[src/include/alo_pkg.sv]
// Constants, register map and types for the LVDS sample output block
package alo_pkg;
  localparam int NUM_CH = 16;
  localparam int SAMPLE_W = 14;
  localparam int LOW_RES_W = 12;
  localparam int OFFSET_W = 10;
  localparam int ADDR_W = 8;
  localparam int DATA_W = 16;

  localparam logic [7:0] REG_RATE = 8'h01;
  localparam logic [7:0] REG_OFF_FIRST = 8'h0d;
  localparam logic [7:0] REG_OFF_LAST = 8'h2c;
  localparam logic [7:0] REG_CTRL = 8'h40;
  localparam logic [7:0] REG_LANE_PD = 8'h41;
  localparam logic [7:0] REG_STATUS = 8'h42;

  localparam int RATE_2X_BIT = 14;
  localparam int CTRL_RES12_BIT = 0;
  localparam int CTRL_OFFEN_BIT = 1;
  localparam int CTRL_OFFSEL_BIT = 2;
  localparam int CTRL_CW_BIT = 3;

  localparam logic [15:0] RATE_RST = 16'h0000;
  localparam logic [15:0] CTRL_RST = 16'h0000;
  localparam logic [15:0] LANE_PD_RST = 16'h0000;

  localparam logic [2:0] BIT_CYC_1X = 3'h4;
  localparam logic [2:0] BIT_CYC_2X = 3'h2;

  localparam int CLK_PERIOD_NS = 4;
  localparam int SE_DETECT_NS = 1000;
  localparam int SE_DETECT_CYC = (SE_DETECT_NS + CLK_PERIOD_NS - 1) / CLK_PERIOD_NS;

  typedef struct packed {
    logic doubleRate;
    logic res12;
    logic offsetSubEnable;
    logic offsetSourceSelect;
    logic cwMode;
  } alo_cfg_s;
endpackage

[src/rtl/alo_lvds_out.sv]
// Top of the sample serializer: registers, clock detect, offset and lanes
//
// Implementation choice: the strobed register port.
`timescale 1ns/1ps
`default_nettype none
module alo_lvds_out #(
  parameter int NUM_CH = alo_pkg::NUM_CH,
  parameter int SW = alo_pkg::SAMPLE_W,
  parameter int OW = alo_pkg::OFFSET_W
) (
  input wire logic core_clk,
  input wire logic arst_n,
  input wire logic [alo_pkg::ADDR_W-1:0] regAddr,
  input wire logic [alo_pkg::DATA_W-1:0] regWrData,
  input wire logic regWr,
  input wire logic regRd,
  output logic [alo_pkg::DATA_W-1:0] regRdData,
  input wire logic sysClockPos,
  input wire logic sysClockNeg,
  input wire logic [NUM_CH*SW-1:0] adcWords,
  input wire logic [NUM_CH*SW-1:0] autoOffsetWords,
  output logic bitClockOut,
  output logic frameClockOut,
  output logic [NUM_CH-1:0] dataLane,
  output logic [NUM_CH-1:0] laneActive,
  output logic adcPowerDown,
  output logic clockBufferEnable
);
  localparam int OFF_REGS = 2 * NUM_CH;
  localparam int OFF_IW = $clog2(OFF_REGS);
  localparam int FW = 2 * SW;
  localparam int SE_CW = $clog2(alo_pkg::SE_DETECT_CYC + 1);
  localparam logic [SE_CW-1:0] SE_MAX = SE_CW'(alo_pkg::SE_DETECT_CYC);
  localparam int HALF = NUM_CH / 2;
  localparam int QUART = NUM_CH / 4;

  logic [15:0] rateReg;
  logic [15:0] ctrlReg;
  logic [15:0] lanePdReg;
  logic [OW-1:0] offReg [OFF_REGS];
  logic [15:0] rdValue;
  alo_pkg::alo_cfg_s cfg;

  logic posSync1;
  logic posSync2;
  logic posSync3;
  logic negSync1;
  logic negSync2;
  logic [SE_CW-1:0] seCntReg;
  logic [SE_CW-1:0] seCntNext;
  logic singleEndedReg;

  logic [2:0] phaseReg;
  logic [2:0] phaseNext;
  logic [5:0] bitIdxReg;
  logic [5:0] bitIdxNext;
  logic [2:0] bitCyc;
  logic [5:0] wordBits;
  logic [5:0] frameBits;
  logic bitEnd;
  logic frameEnd;
  logic bitClkNext;
  logic frameClkNext;
  logic sampleStrobe;

  logic [SW-1:0] chanWord [NUM_CH];

  // Configuration view, one driver, fields in struct order
  assign cfg = {
    rateReg[alo_pkg::RATE_2X_BIT],
    ctrlReg[alo_pkg::CTRL_RES12_BIT],
    ctrlReg[alo_pkg::CTRL_OFFEN_BIT],
    ctrlReg[alo_pkg::CTRL_OFFSEL_BIT],
    ctrlReg[alo_pkg::CTRL_CW_BIT]
  };

  // Register decode
  wire logic hitRate = regAddr == alo_pkg::REG_RATE;
  wire logic hitCtrl = regAddr == alo_pkg::REG_CTRL;
  wire logic hitPd = regAddr == alo_pkg::REG_LANE_PD;
  wire logic hitStat = regAddr == alo_pkg::REG_STATUS;
  wire logic hitOff = (regAddr >= alo_pkg::REG_OFF_FIRST) &&
                      (regAddr <= alo_pkg::REG_OFF_LAST);
  wire logic [7:0] offDelta = regAddr - alo_pkg::REG_OFF_FIRST;
  wire logic [OFF_IW-1:0] offIdx = offDelta[OFF_IW-1:0];
  wire logic [15:0] statusWord = {14'h0000, cfg.cwMode, singleEndedReg};

  assign rdValue = hitRate ? rateReg :
                   hitCtrl ? ctrlReg :
                   hitPd ? lanePdReg :
                   hitStat ? statusWord :
                   hitOff ? 16'(offReg[offIdx]) : 16'h0000;

  always_ff @(posedge core_clk or negedge arst_n) begin
    if (!arst_n) begin
      rateReg <= alo_pkg::RATE_RST;
      ctrlReg <= alo_pkg::CTRL_RST;
      lanePdReg <= alo_pkg::LANE_PD_RST;
    end else if (regWr) begin
      if (hitRate) begin
        rateReg <= regWrData;
      end
      if (hitCtrl) begin
        ctrlReg <= regWrData;
      end
      if (hitPd) begin
        lanePdReg <= regWrData;
      end
    end
  end

  always_ff @(posedge core_clk or negedge arst_n) begin
    if (!arst_n) begin
      for (int i = 0; i < OFF_REGS; i++) begin
        offReg[i] <= '0;
      end
    end else if (regWr && hitOff) begin
      offReg[offIdx] <= regWrData[OW-1:0];
    end
  end

  // Read data valid only in the cycle after the strobe
  always_ff @(posedge core_clk or negedge arst_n) begin
    if (!arst_n) begin
      regRdData <= 16'h0000;
    end else begin
      regRdData <= regRd ? rdValue : 16'h0000;
    end
  end

  // Pin synchronisers; first stages feed only second stages
  always_ff @(posedge core_clk or negedge arst_n) begin
    if (!arst_n) begin
      posSync1 <= 1'b0;
      posSync2 <= 1'b0;
      posSync3 <= 1'b0;
      negSync1 <= 1'b1;
      negSync2 <= 1'b1;
    end else begin
      posSync1 <= sysClockPos;
      posSync2 <= posSync1;
      posSync3 <= posSync2;
      negSync1 <= sysClockNeg;
      negSync2 <= negSync1;
    end
  end

  assign sampleStrobe = posSync2 & ~posSync3;

  assign seCntNext = negSync2 ? '0 : ((seCntReg == SE_MAX) ? SE_MAX : SE_CW'(seCntReg + 1'b1));

  always_ff @(posedge core_clk or negedge arst_n) begin
    if (!arst_n) begin
      seCntReg <= '0;
      singleEndedReg <= 1'b0;
      clockBufferEnable <= 1'b1;
    end else begin
      seCntReg <= seCntNext;
      singleEndedReg <= seCntNext == SE_MAX;
      clockBufferEnable <= seCntNext != SE_MAX;
    end
  end

  // Offset subtraction per channel
  generate
    for (genvar c = 0; c < NUM_CH; c++) begin : g_chan
      alo_offset_sat #(
        .SW(SW),
        .OW(OW)
      ) u_off (
        .core_clk(core_clk),
        .arst_n(arst_n),
        .load(sampleStrobe & ~cfg.cwMode),
        .subEnable(cfg.offsetSubEnable),
        .useManual(cfg.offsetSourceSelect),
        .sample(adcWords[c*SW +: SW]),
        .manualOffset(offReg[2*c]),
        .autoOffset(autoOffsetWords[c*SW +: SW]),
        .result(chanWord[c])
      );
    end
  endgenerate

  assign wordBits = cfg.res12 ? 6'(alo_pkg::LOW_RES_W) : 6'(SW);
  // bit period halves at double rate
  assign bitCyc = cfg.doubleRate ? alo_pkg::BIT_CYC_2X : alo_pkg::BIT_CYC_1X;
  // one or two words per frame
  assign frameBits = cfg.doubleRate ? 6'(wordBits << 1) : wordBits;
  assign bitEnd = phaseReg >= bitCyc - 3'h1;
  assign frameEnd = bitEnd && (bitIdxReg >= frameBits - 6'h01);
  assign phaseNext = bitEnd ? 3'h0 : phaseReg + 3'h1;
  assign bitIdxNext = frameEnd ? 6'h00 : (bitEnd ? bitIdxReg + 6'h01 : bitIdxReg);
  assign bitClkNext = phaseNext < (bitCyc >> 1);
  // frame high over even channel word at double rate, first half word at single rate
  assign frameClkNext = cfg.doubleRate ? (bitIdxNext < wordBits) :
                        (bitIdxNext < (wordBits >> 1));

  always_ff @(posedge core_clk or negedge arst_n) begin
    if (!arst_n) begin
      phaseReg <= 3'h0;
      bitIdxReg <= 6'h00;
      bitClockOut <= 1'b0;
      frameClockOut <= 1'b0;
    end else begin
      phaseReg <= phaseNext;
      bitIdxReg <= bitIdxNext;
      bitClockOut <= bitClkNext;
      frameClockOut <= frameClkNext;
    end
  end

  // lanes powered unless own bit set
  always_ff @(posedge core_clk or negedge arst_n) begin
    if (!arst_n) begin
      laneActive <= '1;
      adcPowerDown <= 1'b0;
    end else begin
      laneActive <= ~lanePdReg[NUM_CH-1:0];
      adcPowerDown <= cfg.cwMode;
    end
  end

  generate
    for (genvar l = 0; l < NUM_CH; l++) begin : g_lane
      localparam int PAIR = (l / HALF) * HALF + 2 * (l % HALF);
      localparam bit USED = (l % HALF) < QUART;
      logic [SW-1:0] firstWord;
      logic [SW-1:0] secondWord;
      logic [FW-1:0] frameWord;

      // one channel per lane at single rate
      // pair mapping, idle lanes send zero
      if (USED) begin : g_used
        assign firstWord = cfg.doubleRate ? chanWord[PAIR] : chanWord[l];
        assign secondWord = cfg.doubleRate ? chanWord[PAIR+1] : '0;
      end else begin : g_idle
        assign firstWord = cfg.doubleRate ? '0 : chanWord[l];
        assign secondWord = '0;
      end
      // Low resolution drops the two LSBs of the channel word
      assign frameWord = cfg.res12 ?
                         {firstWord[SW-1:2], secondWord[SW-1:2], 4'h0} :
                         {firstWord, secondWord};

      alo_lane_ser #(
        .FW(FW)
      ) u_ser (
        .core_clk(core_clk),
        .arst_n(arst_n),
        .load(frameEnd),
        .shift(bitEnd & ~frameEnd),
        .powerDown(lanePdReg[l]),
        .frameWord(frameWord),
        .laneBit(dataLane[l])
      );
    end
  endgenerate
endmodule
`default_nettype wire

[src/rtl/alo_offset_sat.sv]
// One channel of offset subtraction with saturation
`timescale 1ns/1ps
`default_nettype none
module alo_offset_sat #(
  parameter int SW = 14,
  parameter int OW = 10
) (
  input wire logic core_clk,
  input wire logic arst_n,
  input wire logic load,
  input wire logic subEnable,
  input wire logic useManual,
  input wire logic [SW-1:0] sample,
  input wire logic [OW-1:0] manualOffset,
  input wire logic [SW-1:0] autoOffset,
  output logic [SW-1:0] result
);
  logic signed [SW:0] offExt;
  logic signed [SW:0] diff;
  logic [SW-1:0] satVal;
  logic [SW-1:0] resultNext;

  assign offExt = useManual ? (SW+1)'($signed(manualOffset)) : (SW+1)'($signed(autoOffset));
  assign diff = (SW+1)'($signed(sample)) - offExt;
  assign satVal = (diff[SW] != diff[SW-1]) ?
                  {diff[SW], {(SW-1){~diff[SW]}}} : diff[SW-1:0];
  assign resultNext = subEnable ? satVal : sample;

  always_ff @(posedge core_clk or negedge arst_n) begin
    if (!arst_n) begin
      result <= '0;
    end else if (load) begin
      result <= resultNext;
    end
  end
endmodule
`default_nettype wire

[src/rtl/alo_lane_ser.sv]
// One LVDS data lane serializer, MSB first
`timescale 1ns/1ps
`default_nettype none
module alo_lane_ser #(
  parameter int FW = 28
) (
  input wire logic core_clk,
  input wire logic arst_n,
  input wire logic load,
  input wire logic shift,
  input wire logic powerDown,
  input wire logic [FW-1:0] frameWord,
  output logic laneBit
);
  logic [FW-1:0] shiftReg;
  logic [FW-1:0] shiftNext;

  assign shiftNext = load ? frameWord : (shift ? {shiftReg[FW-2:0], 1'b0} : shiftReg);

  always_ff @(posedge core_clk or negedge arst_n) begin
    if (!arst_n) begin
      shiftReg <= '0;
      laneBit <= 1'b0;
    end else begin
      shiftReg <= shiftNext;
      laneBit <= shiftNext[FW-1] & ~powerDown;
    end
  end
endmodule
`default_nettype wire

[config.mk]
export PLATFORM = sky130hd
export DESIGN_NAME = alo_lvds_out
export DESIGN_NICKNAME = d
export VERILOG_FILES = /design/src/include/alo_pkg.sv /design/src/rtl/alo_lvds_out.sv /design/src/rtl/alo_offset_sat.sv /design/src/rtl/alo_lane_ser.sv
export SDC_FILE = /design/constraint.sdc
export NUM_CORES = 2
export LEC_CHECK = 0
export ABC_AREA = 1
export BUFFER_PORTS_ARGS = -buffer_cell sky130_fd_sc_hd__clkbuf_2
export CELL_PAD_IN_SITES_DETAIL_PLACEMENT = 1
export CELL_PAD_IN_SITES_GLOBAL_PLACEMENT = 1
export CORE_ASPECT_RATIO = 0.8
export CORE_UTILIZATION = 41
export DETAILED_ROUTE_END_ITERATION = 7
export HOLD_SLACK_MARGIN = 0.03
export PLACE_DENSITY = 0.88
export SYNTH_ARGS = -nofsm -noshare
export SYNTH_HDL_FRONTEND = slang
export SYNTH_HIERARCHICAL = 1
export SYNTH_SLANG_ARGS = --single-unit
[constraint.sdc]
create_clock -name core_clk -period 6 [get_ports core_clk]
set_input_delay 1.5 -clock core_clk [delete_from_list [all_inputs] [get_ports core_clk]]
set_output_delay 1.5 -clock core_clk [all_outputs]
set_load 0.005 [all_outputs]
Word level (Yosys, flattened, before mapping):

Index checks and enable logic that the tools add are counted.

* bits in registers: 1115
* bits of input ports: 478
* output and inout bits: 52
* word-level logic and storage cells: 371

* add/sub/neg operators: 22
* order comparisons: 9
* equality and inequality tests: 23
* muxes and demuxes: 139
* bitwise gates (word level): 56
* reductions and logical operators: 8

Operator list (number)
* 28-bit two-way mux: 32
* 14-bit two-way mux: 54
* 320-bit bitwise mux: 1
* 16-bit two-way mux: 20
* 15-bit two-way mux: 16
* 14-bit by 15-bit subtractor with 15-bit output: 16
* 10-bit binary-select mux with 5-bit select: 1
* 10-bit demux with 5-bit select: 1
* 10-bit two-way mux: 5
* 1-bit NOT: 35
* 8-bit by 7-bit equality test with 1-bit output, second input constant: 3
* 1-bit bitwise AND: 19
* 8-bit equality test, second input constant: 2
* 8-bit two-way mux: 2
* 1-bit != test: 16
* 16-bit NOT: 1
* 6-bit two-way mux: 2
* 8-bit by 1-bit adder with 8-bit output, second input constant: 1
* 8-bit by 1-bit equality test with 1-bit output, second input constant: 1
* 8-bit by 4-bit greater-or-equal comparator with 1-bit output, second input constant: 1
* 8-bit by 6-bit less-or-equal comparator with 1-bit output, second input constant: 1
* 8-bit != test, second input constant: 1
* 6-bit by 1-bit adder with 6-bit output, second input constant: 1
* 6-bit greater-or-equal comparator: 1
* 18 further kinds: 24

Depth between registers and ports, before layout:

* depth in word-level cells: 11
* gate-level depth with buffers: 19
* gate-level depth less buffers: 17

Modules after synthesis:

Netlist, hierarchy kept.

By module, submodules not included
* alo_offset_sat: instances 16, cells an instance 283, area each 1775.5 sq um, seq. area each 350.3 sq um
* alo_lvds_out: instances 1, cells an instance 3139, area each 22556.6 sq um, seq. area each 10709.0 sq um
* alo_lane_ser: instances 16, cells an instance 152, area each 1345.0 sq um, seq. area each 725.7 sq um

Least setup slack after synthesis:

OpenSTA, ideal clock, no wires.

* path kind: reg-to-reg
* start point: register rateReg[14]
* end point: register g_lane[0].u_ser.shiftReg[18]
* library setup time: 0.121 ns
* arrival time: 5.813 ns
* data required time: 5.879 ns
* slack: 0.066 ns
* stages on the path, launching flop included: 16
* buffers on the path: 4
* clock period less this slack: 5.934 ns
* cells stage by stage: dfrtp_1 > clkbuf_1 > inv_1 > clkbuf_1 > clkbuf_1 > ha_1 > ha_1 > nand2_1 > inv_1 > o21ai_0 > o211ai_1 > nor2_1 > nor2_4 > buf_6 > nand2_1 > nand3_2

* cells in the longest elaborated chain, start to end: 7
* elaborated cells between the ends (all ways): 11
* classes of those cells: add/sub (2); order compare (2); mux (3); bitwise (2); reduce/logical (2)

Ends and longest elaborated chain
* start, declared: line alo_lvds_out.sv:37 `logic [15:0] rateReg;`
* start signal, assigned: line alo_lvds_out.sv:96 `rateReg <= alo_pkg::RATE_RST;`
* start signal, assigned: line alo_lvds_out.sv:101 `rateReg <= regWrData;`
* 5-bit two-way mux / 3-bit two-way mux (equally long branches): line alo_lvds_out.sv:188, alo_lvds_out.sv:186
* 5-bit by 1-bit subtractor with 6-bit output / 3-bit by 1-bit subtractor with 3-bit output (equally long branches): line alo_lvds_out.sv:190, alo_lvds_out.sv:189
* 6-bit greater-or-equal comparator / 3-bit greater-or-equal comparator (equally long branches): line alo_lvds_out.sv:190, alo_lvds_out.sv:189
* 1-bit logical AND: line alo_lvds_out.sv:190 `assign frameEnd = bitEnd && (bitIdxReg >= frameBits - 6'h01);`
* 1-bit NOT: line alo_lvds_out.sv:251 `.shift(bitEnd & ~frameEnd),`
* 1-bit bitwise AND: line alo_lvds_out.sv:251
* 2-bit nonzero test (no line)
* end signal, assigned: line alo_lane_ser.sv:25 `shiftReg <= shiftNext;`
* end, declared: line alo_lane_ser.sv:15 `logic [FW-1:0] shiftReg;`

Several ways; a longest one is shown, not always the timed one.
A chain may end at the register's enable or synchronous reset.

Worst setup path in the final report:

* start point: register rateReg[14]
* end point: register g_lane[12].u_ser.laneBit

* cells in the longest elaborated chain, start to end: 9
* elaborated cells between the ends (all ways): 13
* classes of those cells: add/sub (2); order compare (2); mux (5); bitwise (3); reduce/logical (1)

Ends and longest elaborated chain
* 5-bit two-way mux / 3-bit two-way mux (equally long branches): line alo_lvds_out.sv:188, alo_lvds_out.sv:186
* 5-bit by 1-bit subtractor with 6-bit output / 3-bit by 1-bit subtractor with 3-bit output (equally long branches): line alo_lvds_out.sv:190, alo_lvds_out.sv:189
* 6-bit greater-or-equal comparator / 3-bit greater-or-equal comparator (equally long branches): line alo_lvds_out.sv:190, alo_lvds_out.sv:189
* 1-bit logical AND (*): line alo_lvds_out.sv:190
* net frameEnd: line alo_lvds_out.sv:61 `logic frameEnd;`
* 1-bit NOT: line alo_lvds_out.sv:251
* 1-bit bitwise AND: line alo_lvds_out.sv:251
* 28-bit two-way mux: line alo_lane_ser.sv:18 `assign shiftNext = load ? frameWord : (shift ? {shiftReg[FW-2:0], 1'b0} : shiftReg);`
* 28-bit two-way mux (*): line alo_lane_ser.sv:18
* net g_lane[12].u_ser.shiftNext[27]: line alo_lane_ser.sv:16 `logic [FW-1:0] shiftNext;`
* 1-bit bitwise AND (*): line alo_lane_ser.sv:26 `laneBit <= shiftNext[FW-1] & ~powerDown;`
* end signal, assigned: line alo_lane_ser.sv:26
* end, declared: line alo_lane_ser.sv:13 `output logic laneBit`

The timed path passes the listed nets; every way through them passes the cells marked *. The select of a mux whose other input is x is not followed.

==> metrics.yaml <==
routing:
  drc_errors: 0
  drt-total-wl_mm: 287
  vias: 70700
  viasPerCell: 5.46
  drt-pass1-iter-count: 6
  routedWlPerCell_um: 22.1
  drtIter0Drc: 6339
  antenna_left: 0
critical_path:
  critPathLaunchType: "flip-flop"
  cp_common_cell: "nand2_1"
  crit_required_ps: 6630
  r2r_start: "rateReg[14]"
  criticalPathCategory: "reg2reg"
  critPathLaunch: "rateReg[14]"
  r2r_setup_slack_ps: 1520
  cp_slowest_cell: "dfrtp_4"
  critical_path.max_fanout: 73
  cp-end-kind: "flip-flop"
  crit_path_max_incr_delay_ps: 630
  crit_chain: "inv_4, ha_1, ha_1, nand3_1, o211ai_1, nand2_1, inv_8, buf_12, nor2_4, nand2_1, nand3_2, nand2_1, inv_1"
  cp.arrival_ps: 5110
synthesis:
  postSynth.asyncResetShare: 1.00
  synth_edf_count: 0
  yosysUniqueCellTypes: 51
  ys.flop_type: "dfrtp_1"
  synth_area_per_cell_um2: 7.18
  yosysTopAreaCellShare: 0.378
  ys_top_cells_by_area: "dfrtp_1 38%, nand2_1 21%, nand3_1 4.8%, ha_1 4.4%, nor2_1 4.2%"
  synth_area_um2: 72500
  yosysSeqAreaShare: 0.385
  ys_top_cells_by_count: "4099 x nand2_1, 1096 x dfrtp_1, 810 x nor2_1"
  ys_ff_latch: 1115
  yosysMostFrequentCell: "nand2_1"
  netlist_instances: 10100
  yosys.area.top_type: "dfrtp_1"
  ys_warn_count: 6
clocking:
  clkSinkCount: 1115
  cts_tree: "yes"
  htree_levels: 3
  clk_path_buf_depth: 3
  cts-hold-fix-buffers: 0
  clk_pin_slew_ps: 70
  clock-root-buffer: "clkbuf_16"
  cts_resized: 0
  cts_buffers: 111
  post_cts_buffers: 0
  clock_latency_ps: 750
floorplanning:
  initial_core_util: 0.414
  dieHeight_um: 378
  die_area_um2: 178000
  io_pins: 530
  core_um2: 175000
  num_rows: 137
  die_x_um: 472
timing:
  timing.final.ws_setup_ps: 1520
  finalMaxSlewViolations: 0
  fin_setup_tns_ps: 0
  rsz0062_at_grt: "false"
  fin_crit_ps: 4480
  period_share: 0.747
  hold_viol_final: 0
  worstMarginPinSlew_ps: 1200
  relSlewSlack: 0.201
  fmax_ghz: 0.223
  setup_viol: 0
  skew_ps: 33.8
power_and_ir_drop:
  ir_worst_vdd_uv: 372
  power_per_cell_area_nw_per_um2: 338
  leakagePower_nw: 41.9
layout:
  fill_cells: 22400
  fin_util: 0.458
  drive_above_1_share: 0.145
  area_growth_pct: 10.6
  nets: 11200
  stdcell_count: 13000
global_routing:
  grt_max_degree: 140
  grt_pass1_wl_mm: 436
  grt-ovfl-total: 0
  grt_pass1_vias: 72400
  antenna_found_initial: 42
  grt_use_total: 0.316
status:
  outcome: "complete, no violations"
flow_run:
  cap_violations: 0
place:
  port-buffer-count: 529
  dpl.cell_count: 12700
  dpl_worst_slack_ps: 1350
  dpl.hpwl_mm: 214
  gp_congestion: 0.964
min_path:
  min_from: "posSync1"
  hp-class: "reg2reg"
per-stage QoR:
stage	total power (W)	hold WS, ps	area (µm²)
floorplan	0.0171	331	72900
global placement	0.0188	337	76100
detailed placement	0.0193	336	76100
CTS	0.0271	352	80100
global route	0.0286	359	80100
finish	0.0271	345	80200
flip-flops by register name, indices dropped and copies added, names as in the netlist, 16 cells and up:
name	cells
g_chan.u_off/result	224
laneActive	16
lanePdReg	16
offReg	320
regRdData	16
g_lane.u_ser/shiftReg	448
ctrlReg	16
g_lane.u_ser/laneBit	16
rateReg	16
report_power, final:
part,leakage (nW),switching [W],internal (W)
clock network,1.95,0.00327,0.00447
logic,25.3,0.00668,0.00273
registers,14.7,0.00107,0.00890
layout make-up:
| cell class | instances | area [µm²] | area share |
|---|---|---|---|
| diodes | 26 | 65.1 | 0.000812 |
| clock buffers | 163 | 3350 | 0.0418 |
| clock inverters | 44 | 611 | 0.00762 |
| repair buffers | 603 | 3410 | 0.0425 |
| well taps | 2363 | 2960 | 0.0369 |
| multi-input cells | 7878 | 38900 | 0.485 |
| inverters | 771 | 2950 | 0.0368 |
| flip-flops and latches | 1115 | 27900 | 0.349 |
logic make-up (layout without fill, tap and decap cells):
family | count (synthesis) | in the layout | synth area share
flops | 1115 | 1115 | 0.385
xor+xnor | 148 | 148 | 0.0179
simple gates | 6239 | 6239 | 0.371
compound gates | 994 | 994 | 0.0763
other cells | 1 | 138 | 0.0000517
buf+inv | 1217 | 1581 | 0.0849
mux | 112 | 112 | 0.0155
fa+ha+maj | 273 | 273 | 0.0488
placed cells by master (no fill, tap or decap), types with 234 or more instances in the layout:
cell type	n
dfrtp_1	1092
a21oi_1	408
nand3_1	697
clkbuf_2	527
nand2_1	4096
nand2_2	234
nor2_1	809
ha_1	256
o21ai_0	300
inv_1	651
path summary, 6_finish.rpt:
check | to | cells past startpoint
hold reg to reg | posSync2 | 0
min in group asynchronous | g_lane[12].u_ser/shiftReg[0] | 1
setup / recovery | g_lane[12].u_ser/laneBit | 13
setup reg to reg | g_lane[12].u_ser/laneBit | 13
max in group asynchronous | ctrlReg[1] | 2
hold / removal | posSync2 | 0
worst max-delay path: cells and delay by family (launching register included):
family / cells / cell delay, ps
adders and majority gates: 2 / 600
buffers and inverters: 4 / 1410
AOI/OAI and AO/OA: 1 / 350
DFF: 1 / 630
and+or+nand+nor: 6 / 1180
routing by layer:
layer / vias to the layer above / global-route usage / routed length [µm]
met5: - / 0 / 166
met4: 28 / 0.146 / 14400
met3: 544 / 0.0508 / 19600
met2: 2320 / 0.488 / 127000
met1: 35200 / 0.433 / 125000
li1: 32600 / - / -
Note: power is estimated with default switching activity, not from simulation.
